### config.mk
export PLATFORM = sky130hd
export DESIGN_NAME = pos_option_top
export DESIGN_NICKNAME = d
export VERILOG_FILES = /design/src/verilog/pos_pkg.sv /design/src/verilog/pos_slip_mon.sv /design/src/verilog/pos_option_top.sv
export SDC_FILE = /design/constraint.sdc
export NUM_CORES = 1
export LEC_CHECK = 0
export BUFFER_PORTS_ARGS = -buffer_cell sky130_fd_sc_hd__clkbuf_2
export CORE_ASPECT_RATIO = 0.8
export CORE_MARGIN = 2
export CORE_UTILIZATION = 54
export CTS_CLUSTER_SIZE = 8
export DETAILED_ROUTE_END_ITERATION = 6
export PLACE_DENSITY_LB_ADDON = 0.05
export SYNTH_ARGS = -nofsm -noshare
export SYNTH_HDL_FRONTEND = slang
export SYNTH_SLANG_ARGS = --single-unit
### constraint.sdc
create_clock -name clk_i -period 6.1 [get_ports clk_i]
set_input_delay 0.61 -clock clk_i [delete_from_list [all_inputs] [get_ports clk_i]]
set_output_delay 0.61 -clock clk_i [all_outputs]
set_load 0.01 [all_outputs]
### src/verilog/pos_pkg.sv
// Purpose: constants for the positioning option and slip monitor block
// Assumes: object-style register access by 16-bit index
// Notes:   one package shared by both design files
package pos_pkg;
  localparam logic [15:0] IDX_OPTION   = 16'h60F2;
  localparam logic [15:0] IDX_FOLLOW   = 16'h60F4;
  localparam logic [15:0] IDX_SLIP     = 16'h60F8;
  localparam logic [15:0] RST_OPTION   = 16'h0001;
  localparam logic [31:0] RST_SLIP     = 32'h0000_0190;
  localparam logic [31:0] SLIP_OFF     = 32'h07FF_FFFF;
  // option, control and status word field positions
  localparam int          REL_LSB      = 0;
  localparam int          REL_AUTO_LSB = 4;
  localparam int          ROT_LSB      = 6;
  localparam int          CW_RELATIVE  = 6;
  localparam int          CW_NEW_SP    = 4;
  localparam int          SW_SP_ACK    = 12;
  localparam int          SW_SLIP      = 13;
  // slippage time unit: one millisecond at 10 MHz
  localparam int          CLK_HZ       = 10_000_000;
  localparam int          SLIP_UNIT_US = 1000;
  localparam int          SLIP_UNIT_CY = CLK_HZ / 1_000_000 * SLIP_UNIT_US;
  typedef enum logic [1:0] {REL_PREV, REL_RAMP, REL_ACTUAL, REL_RSVD} pos_rel_t;
  typedef enum logic [1:0] {AR_OFF, AR_ON_ARRIVE, AR_ASAP, AR_RSVD} pos_ar_t;
  typedef enum logic [1:0] {ROT_LINEAR, ROT_NEG, ROT_POS, ROT_SHORT} pos_rot_t;
endpackage

### src/verilog/pos_slip_mon.sv
// Purpose: speed deviation persistence timer for slippage detection
// Assumes: speeds synchronous to clk_i
// Notes:   time limit in millisecond units
`timescale 1ns/1ps
`default_nettype none
module pos_slip_mon
  import pos_pkg::*;
#(
  parameter int UNIT_CY = SLIP_UNIT_CY
)(
  input  wire logic        clk_i,
  input  wire logic        rst_ni,
  input  wire logic [31:0] act_speed_i,
  input  wire logic [31:0] set_speed_i,
  input  wire logic [31:0] max_slip_i,
  input  wire logic [15:0] slip_time_i,
  output logic             slip_o,
  output logic             slip_rise_o
);
  // refuse a unit step the prescaler cannot count
  if (UNIT_CY < 1) $error("UNIT_CY must be at least 1");
  logic signed [32:0] diff;
  logic        [32:0] mag;
  logic               over;
  logic        [31:0] pre_q;
  logic        [15:0] ms_q;
  logic               slip_q;
  // absolute deviation against limit
  always_comb
  begin
    diff = $signed({act_speed_i[31], act_speed_i}) - $signed({set_speed_i[31], set_speed_i});
    mag  = diff[32] ? 33'(-diff) : 33'(diff);
    over = (max_slip_i != SLIP_OFF) && (mag > {1'b0, max_slip_i});
  end
  // persistence counter in unit steps
  always_ff @(posedge clk_i or negedge rst_ni)
  begin
    if (!rst_ni)
    begin
      pre_q  <= 32'h0000_0000;
      ms_q   <= 16'h0000;
      slip_q <= 1'b0;
    end
    else if (!over)
    begin
      pre_q  <= 32'h0000_0000;
      ms_q   <= 16'h0000;
      slip_q <= 1'b0;
    end
    else if (ms_q > slip_time_i)
      slip_q <= 1'b1;
    else if (pre_q == 32'(UNIT_CY - 1))
    begin
      pre_q <= 32'h0000_0000;
      ms_q  <= ms_q + 16'h0001;
    end
    else
      pre_q <= pre_q + 32'h0000_0001;
  end
  logic slip_d1_q;
  always_ff @(posedge clk_i or negedge rst_ni)
  begin
    if (!rst_ni)
      slip_d1_q <= 1'b0;
    else
      slip_d1_q <= slip_q;
  end
  assign slip_o      = slip_q;
  assign slip_rise_o = slip_q & ~slip_d1_q;
endmodule
`default_nettype wire

### src/verilog/pos_option_top.sv
// Purpose: positioning option word, following error and slippage status
// Assumes: master writes objects by index with a one-cycle strobe
// Notes:   position loop itself lives outside; this block steers it
// Operation
// - relative reference only for relative profile moves
// - mode 00 uses previous target or zero
// - mode 01 uses ramp generator output
// - mode 10 uses measured actual position
// - auto release clears new-setpoint bit itself
// - then clears setpoint-acknowledge status bit too
// - mode 00 leaves new-setpoint bit alone
// - mode 01 clears bit on target reached
// - mode 10 clears bit as soon as accepted
// - linear axis wraps setpoint at range limits
// - over-modulo moves only in linear mode
// - mode 01 moves only negatively
// - mode 10 moves only positively
// - mode 11 takes shortest path
// - following error reported signed, read only
// - status bit 13 on excess speed deviation
// - only after deviation outlasts slippage time
// - limit 07FFFFFFh disables slip monitor
// - configured reaction logs an error entry
`timescale 1ns/1ps
`default_nettype none
module pos_option_top
  import pos_pkg::*;
#(
  parameter int SLIP_UNIT = SLIP_UNIT_CY
)(
  input  wire logic        clk_i,
  input  wire logic        rstn_i,
  // object access
  input  wire logic        wr_i,
  input  wire logic        rd_i,
  input  wire logic [15:0] idx_i,
  input  wire logic [31:0] wdata_i,
  output logic      [31:0] rdata_o,
  output logic             rvalid_o,
  output logic             rerr_o,
  // control word from master, status word bits
  input  wire logic [15:0] ctrl_word_i,
  input  wire logic        ctrl_wr_i,
  output logic      [15:0] ctrl_word_o,
  output logic             sp_ack_o,
  output logic             slip_status_o,
  // motion inputs
  input  wire logic        sp_accept_i,
  input  wire logic        target_reached_i,
  input  wire logic [31:0] target_i,
  input  wire logic [31:0] ramp_pos_i,
  input  wire logic [31:0] actual_pos_i,
  input  wire logic [31:0] demand_pos_i,
  input  wire logic [31:0] range_min_i,
  input  wire logic [31:0] range_max_i,
  input  wire logic [31:0] act_speed_i,
  input  wire logic [31:0] set_speed_i,
  input  wire logic [15:0] slip_time_i,
  input  wire logic        slip_react_en_i,
  // steering outputs
  output logic      [31:0] abs_target_o,
  output logic             dir_neg_o,
  output logic             allow_multi_turn_o,
  output logic             error_log_o
);
  // refuse a unit step the slip timer cannot count
  if (SLIP_UNIT < 1) $error("SLIP_UNIT must be at least 1");
  // reset release through two flops
  logic rst_s1_q;
  logic rst_ni;
  always_ff @(posedge clk_i or negedge rstn_i)
  begin
    if (!rstn_i)
    begin
      rst_s1_q <= 1'b0;
      rst_ni   <= 1'b0;
    end
    else
    begin
      rst_s1_q <= 1'b1;
      rst_ni   <= rst_s1_q;
    end
  end
  logic [15:0] option_q;
  logic [31:0] slip_q;
  logic [31:0] follow_q;
  logic [31:0] prev_tgt_q;
  logic        prev_vld_q;
  logic [15:0] ctrl_q;
  logic        ack_q;
  pos_rel_t    rel_sel;
  pos_ar_t     ar_sel;
  pos_rot_t    rot_sel;
  assign rel_sel = pos_rel_t'(option_q[REL_LSB +: 2]);
  assign ar_sel  = pos_ar_t'(option_q[REL_AUTO_LSB +: 2]);
  assign rot_sel = pos_rot_t'(option_q[ROT_LSB +: 2]);
  // writable objects
  always_ff @(posedge clk_i or negedge rst_ni)
  begin
    if (!rst_ni)
    begin
      option_q <= RST_OPTION;
      slip_q   <= RST_SLIP;
    end
    else if (wr_i)
    begin
      if (idx_i == IDX_OPTION)
        option_q <= wdata_i[15:0];
      if (idx_i == IDX_SLIP)
        slip_q <= wdata_i;
    end
  end
  // following error sampled every cycle
  always_ff @(posedge clk_i or negedge rst_ni)
  begin
    if (!rst_ni)
      follow_q <= 32'h0000_0000;
    else
      follow_q <= demand_pos_i - actual_pos_i;
  end
  // read path, one cycle latency
  always_ff @(posedge clk_i or negedge rst_ni)
  begin
    if (!rst_ni)
    begin
      rdata_o  <= 32'h0000_0000;
      rvalid_o <= 1'b0;
      rerr_o   <= 1'b0;
    end
    else
    begin
      rvalid_o <= rd_i;
      rerr_o   <= 1'b0;
      rdata_o  <= 32'h0000_0000;
      if (rd_i)
      begin
        unique case (idx_i)
          IDX_OPTION: rdata_o <= {16'h0000, option_q};
          IDX_FOLLOW: rdata_o <= follow_q;
          IDX_SLIP:   rdata_o <= slip_q;
          default:    rerr_o  <= 1'b1;
        endcase
      end
    end
  end
  // auto release of new-setpoint and its acknowledge
  logic release_now;
  always_comb
  begin
    unique case (ar_sel)
      AR_ON_ARRIVE: release_now = ctrl_q[CW_NEW_SP] & ack_q & target_reached_i;
      AR_ASAP:      release_now = ctrl_q[CW_NEW_SP] & sp_accept_i;
      default:      release_now = 1'b0;
    endcase
  end
  always_ff @(posedge clk_i or negedge rst_ni)
  begin
    if (!rst_ni)
      ctrl_q <= 16'h0000;
    else if (ctrl_wr_i)
      ctrl_q <= ctrl_word_i;
    else if (release_now)
      ctrl_q[CW_NEW_SP] <= 1'b0;
  end
  always_ff @(posedge clk_i or negedge rst_ni)
  begin
    if (!rst_ni)
      ack_q <= 1'b0;
    else if (ctrl_q[CW_NEW_SP] & sp_accept_i)
      ack_q <= 1'b1;
    else if (release_now | ~ctrl_q[CW_NEW_SP])
      ack_q <= 1'b0;
  end
  assign ctrl_word_o = ctrl_q;
  assign sp_ack_o    = ack_q;
  // target resolution at setpoint acceptance
  logic [31:0] base;
  logic [31:0] raw_tgt;
  always_comb
  begin
    unique case (rel_sel)
      REL_RAMP:   base = ramp_pos_i;
      REL_ACTUAL: base = actual_pos_i;
      default:    base = prev_vld_q ? prev_tgt_q : 32'h0000_0000;
    endcase
    raw_tgt = ctrl_q[CW_RELATIVE] ? base + target_i : target_i;
  end
  // wrap into the range limits
  logic [31:0] span;
  logic [31:0] wrapped;
  always_comb
  begin
    span    = range_max_i - range_min_i;
    wrapped = raw_tgt;
    if ($signed(raw_tgt) > $signed(range_max_i))
      wrapped = raw_tgt - span;
    else if ($signed(raw_tgt) < $signed(range_min_i))
      wrapped = raw_tgt + span;
  end
  // direction choice on linear and rotary axis
  logic        dir_neg;
  logic [31:0] fwd;
  always_comb
  begin
    fwd = wrapped - actual_pos_i;
    if (span != 32'h0000_0000 && fwd >= span)
      fwd = fwd + span;
    unique case (rot_sel)
      ROT_NEG:    dir_neg = 1'b1;
      ROT_POS:    dir_neg = 1'b0;
      ROT_SHORT:  dir_neg = !(fwd < (span >> 1));
      ROT_LINEAR: dir_neg = $signed(wrapped) < $signed(actual_pos_i);
    endcase
  end
  always_ff @(posedge clk_i or negedge rst_ni)
  begin
    if (!rst_ni)
    begin
      prev_tgt_q   <= 32'h0000_0000;
      prev_vld_q   <= 1'b0;
      abs_target_o <= 32'h0000_0000;
      dir_neg_o    <= 1'b0;
    end
    else if (ctrl_q[CW_NEW_SP] & sp_accept_i & ~ack_q)
    begin
      prev_tgt_q   <= wrapped;
      prev_vld_q   <= 1'b1;
      abs_target_o <= wrapped;
      dir_neg_o    <= dir_neg;
    end
  end
  assign allow_multi_turn_o = (rot_sel == ROT_LINEAR);
  // slippage monitor
  logic slip_rise;
  pos_slip_mon #(
    .UNIT_CY (SLIP_UNIT)
  ) u_slip (
    .clk_i       (clk_i),
    .rst_ni      (rst_ni),
    .act_speed_i (act_speed_i),
    .set_speed_i (set_speed_i),
    .max_slip_i  (slip_q),
    .slip_time_i (slip_time_i),
    .slip_o      (slip_status_o),
    .slip_rise_o (slip_rise)
  );
  // error history pulse when a reaction is set
  always_ff @(posedge clk_i or negedge rst_ni)
  begin
    if (!rst_ni)
      error_log_o <= 1'b0;
    else
      error_log_o <= slip_rise & slip_react_en_i;
  end
endmodule
`default_nettype wire

==> metrics.md, run 1 <==
| Metric | Value |
|---|---|
| CTS sink cnt | 218 |
| Asr flop ratio synth | 100% |
| Err | [ERROR GRT-0232] Routing congestion too high. Check the congestion heatmap in the GUI. |
| H-tree depth | 2 |
| IO Pins | about 430 |
| Largest net degree at the start of global routing | 167 |
| Synth Area per Inst | 8.04 µm² |
| Seq cells post-synth | 218 |
| Post-synth net total | 4316 |
| Synthesized instance count | 3534 |
| HPWL after DPL | 100000 µm |
| Post-Syn Area | ~28000 µm² |
| Top FF cell, synth | dfrtp_1 |
| Synth warn | 0 |
| Die W | 260 µm |
| Total CTS buffers | 35 |
| Die height | 209 µm |
| Exit stage | 5_1_grt |
| CTS root buffer | clkbuf_16 |
| Tot GR Track Use | 48.5% |
| Status | did not finish |
| Clock buffer depth | 3 |
| Initial Util | 54.4% |
| Rows | 75 |
| Cell variety after synth | between 90 and 100 |
| RePlAce Congestion | 1.11 |
| Grt total ovfl | 1 |
| Post-synth EDFFs | 0 |
| Sequential area share after synthesis | about a fifth |
| Port bufs | 430 |
[kinds of logic after synthesis]
family	synth area share, %
XOR/XNOR	5.67
buffers and inverters	6.12
other	0.0132
AO/OA/AOI/OAI	25.2
adder cells (fa/ha/maj)	19.5
flip-flops	19.2
AND/OR/NAND/NOR	18.2
multiplexers	6.12
[per-stage QoR]
stage | setup WS, ns | instance area (µm²) | instances
after global placement | -6.67 | 39400 | 5591
after detailed placement | -7.02 | 39400 | 5591
after CTS | -6.33 | 42500 | 5731
after floorplan | -5.93 | 28900 | 3534
[layer usage]
| metal | overflow | GRT usage, % |
|---|---|---|
| met1 | 0 | 59.0 |
| met2 | 0 | 74.2 |
| met3 | 0 | 16.1 |
| met4 | 1 | 29.3 |
| met5 | 0 | 0.627 |
[cell usage after synthesis (all sizes together) (56+ instances only)]
master | count | area [µm²]
ha | 430 | 5380
inv | 339 | 1270
a21oi | 273 | 1370
nor2 | 248 | 931
nand2 | 219 | 822
dfrtp | 214 | 5360
o21ai | 191 | 960
a21o | 135 | 1010
xnor2 | 127 | 1110
mux2 | 126 | 1420
nand3 | 96 | 480
clkbuf | 94 | 354
nor3 | 79 | 395
a22oi | 58 | 435
xor2 | 57 | 499
nand4 | 56 | 350
[what timing repair did]
item                                    CTS
cloned                                    4
hold buffers                              1
pin swaps                               144
endpoints found under the setup margin   79
buffers inserted                         85
gates resized for setup                 265
hold endpoints to repair                  2
==> run 2: changes to the inputs <==
--- a/config.mk
+++ b/config.mk
@@ -6,12 +6,10 @@
 export NUM_CORES = 1
 export LEC_CHECK = 0
 export BUFFER_PORTS_ARGS = -buffer_cell sky130_fd_sc_hd__clkbuf_2
-export CORE_ASPECT_RATIO = 0.8
 export CORE_MARGIN = 2
-export CORE_UTILIZATION = 54
-export CTS_CLUSTER_SIZE = 8
+export CORE_UTILIZATION = 40
 export DETAILED_ROUTE_END_ITERATION = 6
-export PLACE_DENSITY_LB_ADDON = 0.05
+export PLACE_DENSITY_LB_ADDON = 0.15
 export SYNTH_ARGS = -nofsm -noshare
 export SYNTH_HDL_FRONTEND = slang
 export SYNTH_SLANG_ARGS = --single-unit
==> constraint.sdc (replaced) <==
create_clock -name clk_i -period 7.93 [get_ports clk_i]
set_input_delay 0.793 -clock clk_i [delete_from_list [all_inputs] [get_ports clk_i]]
set_output_delay 0.793 -clock clk_i [all_outputs]
set_load 0.01 [all_outputs]
==> run 2 against run 1 <==
Against the previous run: synthesized area did not move; synthesized cell count did not move; the flow now finishes, with violations (setup timing).
==> metrics.md, run 2 <==
| Metric | Value |
|---|---|
| DRT iter0 DRCs | 1899 |
| Reg2reg setup slack | -4.84 ns |
| CTS sink cnt | 218 (unchanged) |
| Post-Syn Area | 28400 µm² (unchanged) |
| Asr flop ratio synth | 100% (unchanged) |
| H-tree depth | 1 (-1) |
| Most used cell along the critical path | buf_4 |
| Antenna-violating nets left | 0 |
| Worst-Skew Late Latency | between 0.5 and 0.6 ns |
| Share of cells above drive strength 1 | 34.3% |
| Sequential area share after synthesis | 19.2% (unchanged) |
| Dpl ws | -5.51 ns (+1.51 ns) |
| Die height | 270 µm (+29%) |
| Final setup fails | 1 |
| Final net count | 5568 |
| Synthesized instance count | 3534 (unchanged) |
| Slowest stage delay, CP | about 0.55 ns |
| F_max | 78.3 MHz |
| Die ar. | 73100 µm² |
| Cell variety after synth | 94 (unchanged) |
| Most frequent cells in the layout | buf_4 (885), clkbuf_2 (430), ha_1 (410), inv_1 (337), a21oi_1 (259) |
| CP Class | reg -> reg |
| Vias per inst | 5.43 |
| Worst Path Max Fanout | 8 |
| Crit share post-route | 161% |
| Leading area contributor after synthesis | ha_1 |
| Post-synth top cells | ha_1 (430), inv_1 (339), a21oi_1 (273) |
| Port bufs | 430 (unchanged) |
| Top FF cell, synth | dfrtp_1 |
| Worst EP required | 8.40 ns |
| Largest net degree at the start of global routing | 159 |
| TritonCTS clock tree | built |
| RePlAce Congestion | 0.974 (-12%) |
| Fin. Hold Viols | 0 |
| DRT Pass-1 Iters | 5 |
| Fin Clk Skew | 0.0322 ns |
| Min Clock Period, post-route | ~13 ns |
| IO Pins | 431 (unchanged) |
| Tot GR Track Use | 28.7% |
| Worst setup margin | -4.84 ns |
| WL final | approximately 110000 µm |
| Count leader, synth | ha_1 |
| Grt total ovfl | 0 |
| Status | complete, but fails checks |
| Reg clk slew, reported paths | approximately 0.070 ns |
| Synth Area per Inst | 8.04 µm² (unchanged) |
| Rows | 97 (+29%) |
| HPWL after DPL | 91700 µm (-8.5%) |
| Max-slew violations | 0 |
| Number of global-route vias before repair | 30700 |
| Total CTS buffers | 25 (-29%) |
| DR WL/cell | 18.9 µm |
| Worst Tran Pin Value | 1.08 ns |
| RSZ-0062 raised after global routing | yes |
| CP startpoint kind | flop |
| Post-synth net total | 4316 (unchanged) |
| Seq cells post-synth | 218 (unchanged) |
| Placeable Area | 70100 µm² |
| Worst path slowest cell | dfstp_2 |
| Initial antenna violation count | 5 |
| Post-synth EDFFs | 0 (unchanged) |
| First-pass GRT wire length | approximately 170000 µm |
| Max-Cap Viols | 0 |
| Clock buffer depth | 3 (unchanged) |
| Commonest non-fill, non-tap cell in the layout | buf_4 |
| DR vias | between 30000 and 40000 |
| Crit end category | flop |
| Slew margin rel. | 28.1% |
| Drc violations | 0 |
| Area delta synth->final | 40.6% |
| Top-area cell type share of the netlist area | 18.9% (unchanged) |
| Synth warn | 0 (unchanged) |
| Initial Util | 40.5% (-14 points) |
| Violations in the final reports | setup timing |
| Hold Path Class | reg -> reg |
| CTS root buffer | clkbuf_16 |
| Arr. time, crit path | 13.24 ns |
| Die W | 270 µm (+3.9%) |
| TNS Setup | -4.84 ns |
| Largest cells by area after synthesis | ha_1 (19%), dfrtp_1 (19%), mux2_2 (5.0%) |
| Fill cell count | around 6700 |
## run 2: cell counts after synthesis
No cell type changed its count.
## run 2: worst paths after layout
path | depth (start not counted) | to | from
max | 66 | dir_neg_o | option_q[0]
min in group asynchronous | 0 | ctrl_word_o[9] | rst_ni
max in group asynchronous | 1 | ctrl_word_o[4] | rst_ni
min reg2reg | 0 | rst_ni | rst_s1_q
min | 0 | rst_ni | rst_s1_q
max reg2reg | 66 | dir_neg_o | option_q[0]
## run 2: worst max-delay path: cells and delay by family, from the launching register on
kind | cells | cell delay, ns
AO/OA/AOI/OAI | 35 | 6.06
XOR/XNOR | 1 | 0.11
adder cells (fa/ha/maj) | 6 | 1.64
buffers and inverters | 13 | 1.76
flip-flops | 1 | 0.55
multiplexers | 2 | 0.60
AND/OR/NAND/NOR | 9 | 1.95
## run 2: cell type report
class                      count  area (µm²)  area share (%)
timing repair buffer        1338        9180            23.0
clock buffer                  35         713            1.79
sequential                   218        5460            13.7
multi-input combinational   2863       22000            55.1
clock inverter                 9         116           0.291
tap                          940        1180            2.94
antenna                        6        15.0          0.0376
inverter                     340        1280            3.20
## run 2: kinds of logic after synthesis
kind of cell	synth area share, %
and+or+nand+nor	18.2
DFF	19.2
muxes	6.12
other	0.0132
buffers and inverters	6.12
adders and majority gates	19.5
xor gates and xnor gates	5.67
AOI/OAI and AO/OA	25.2
## run 2: repair_timing
| item | CTS | global route |
|---|---|---|
| hold buffers | 1 | 0 |
| endpoints found under the setup margin | 1 | 4 |
| setup buffers | 27 | 10 |
| pin swaps | 76 | 48 |
| gates resized for setup | 91 | 43 |
| endpoints found under the hold margin | 2 | 0 |
| gates cloned | 3 | 0 |
## run 2: through the flow
step / cells / util, % / hold WS (ns) / cell area, µm²
CTS: 5733 / 56.6 / 0.354 / 39700
finish: 5749 / 56.9 / 0.350 / 39900
detailed placement: 5659 / 54.4 / 0.339 / 38200
global route: 5745 / 56.9 / 0.362 / 39900
global placement: 5659 / 54.4 / 0.338 / 38200
floorplan: 3534 / - / 0.331 / 28700
## run 2: routing by layer
layer | vias to the layer above | wire (µm) | share of wire, % | GRT usage (%)
li1 | 15500 | - | - | -
met5 | - | 13 | 0.012 | 0
met3 | 125 | 6380 | 5.9 | 2.86
met2 | 863 | 51000 | 47 | 49.2
met1 | 14700 | 48000 | 44 | 38.0
met4 | 2 | 3230 | 3.0 | 8.33
Power of run 2 is not shown: default switching activity piles up to over one toggle a cycle in this logic, so the estimate is an artifact.
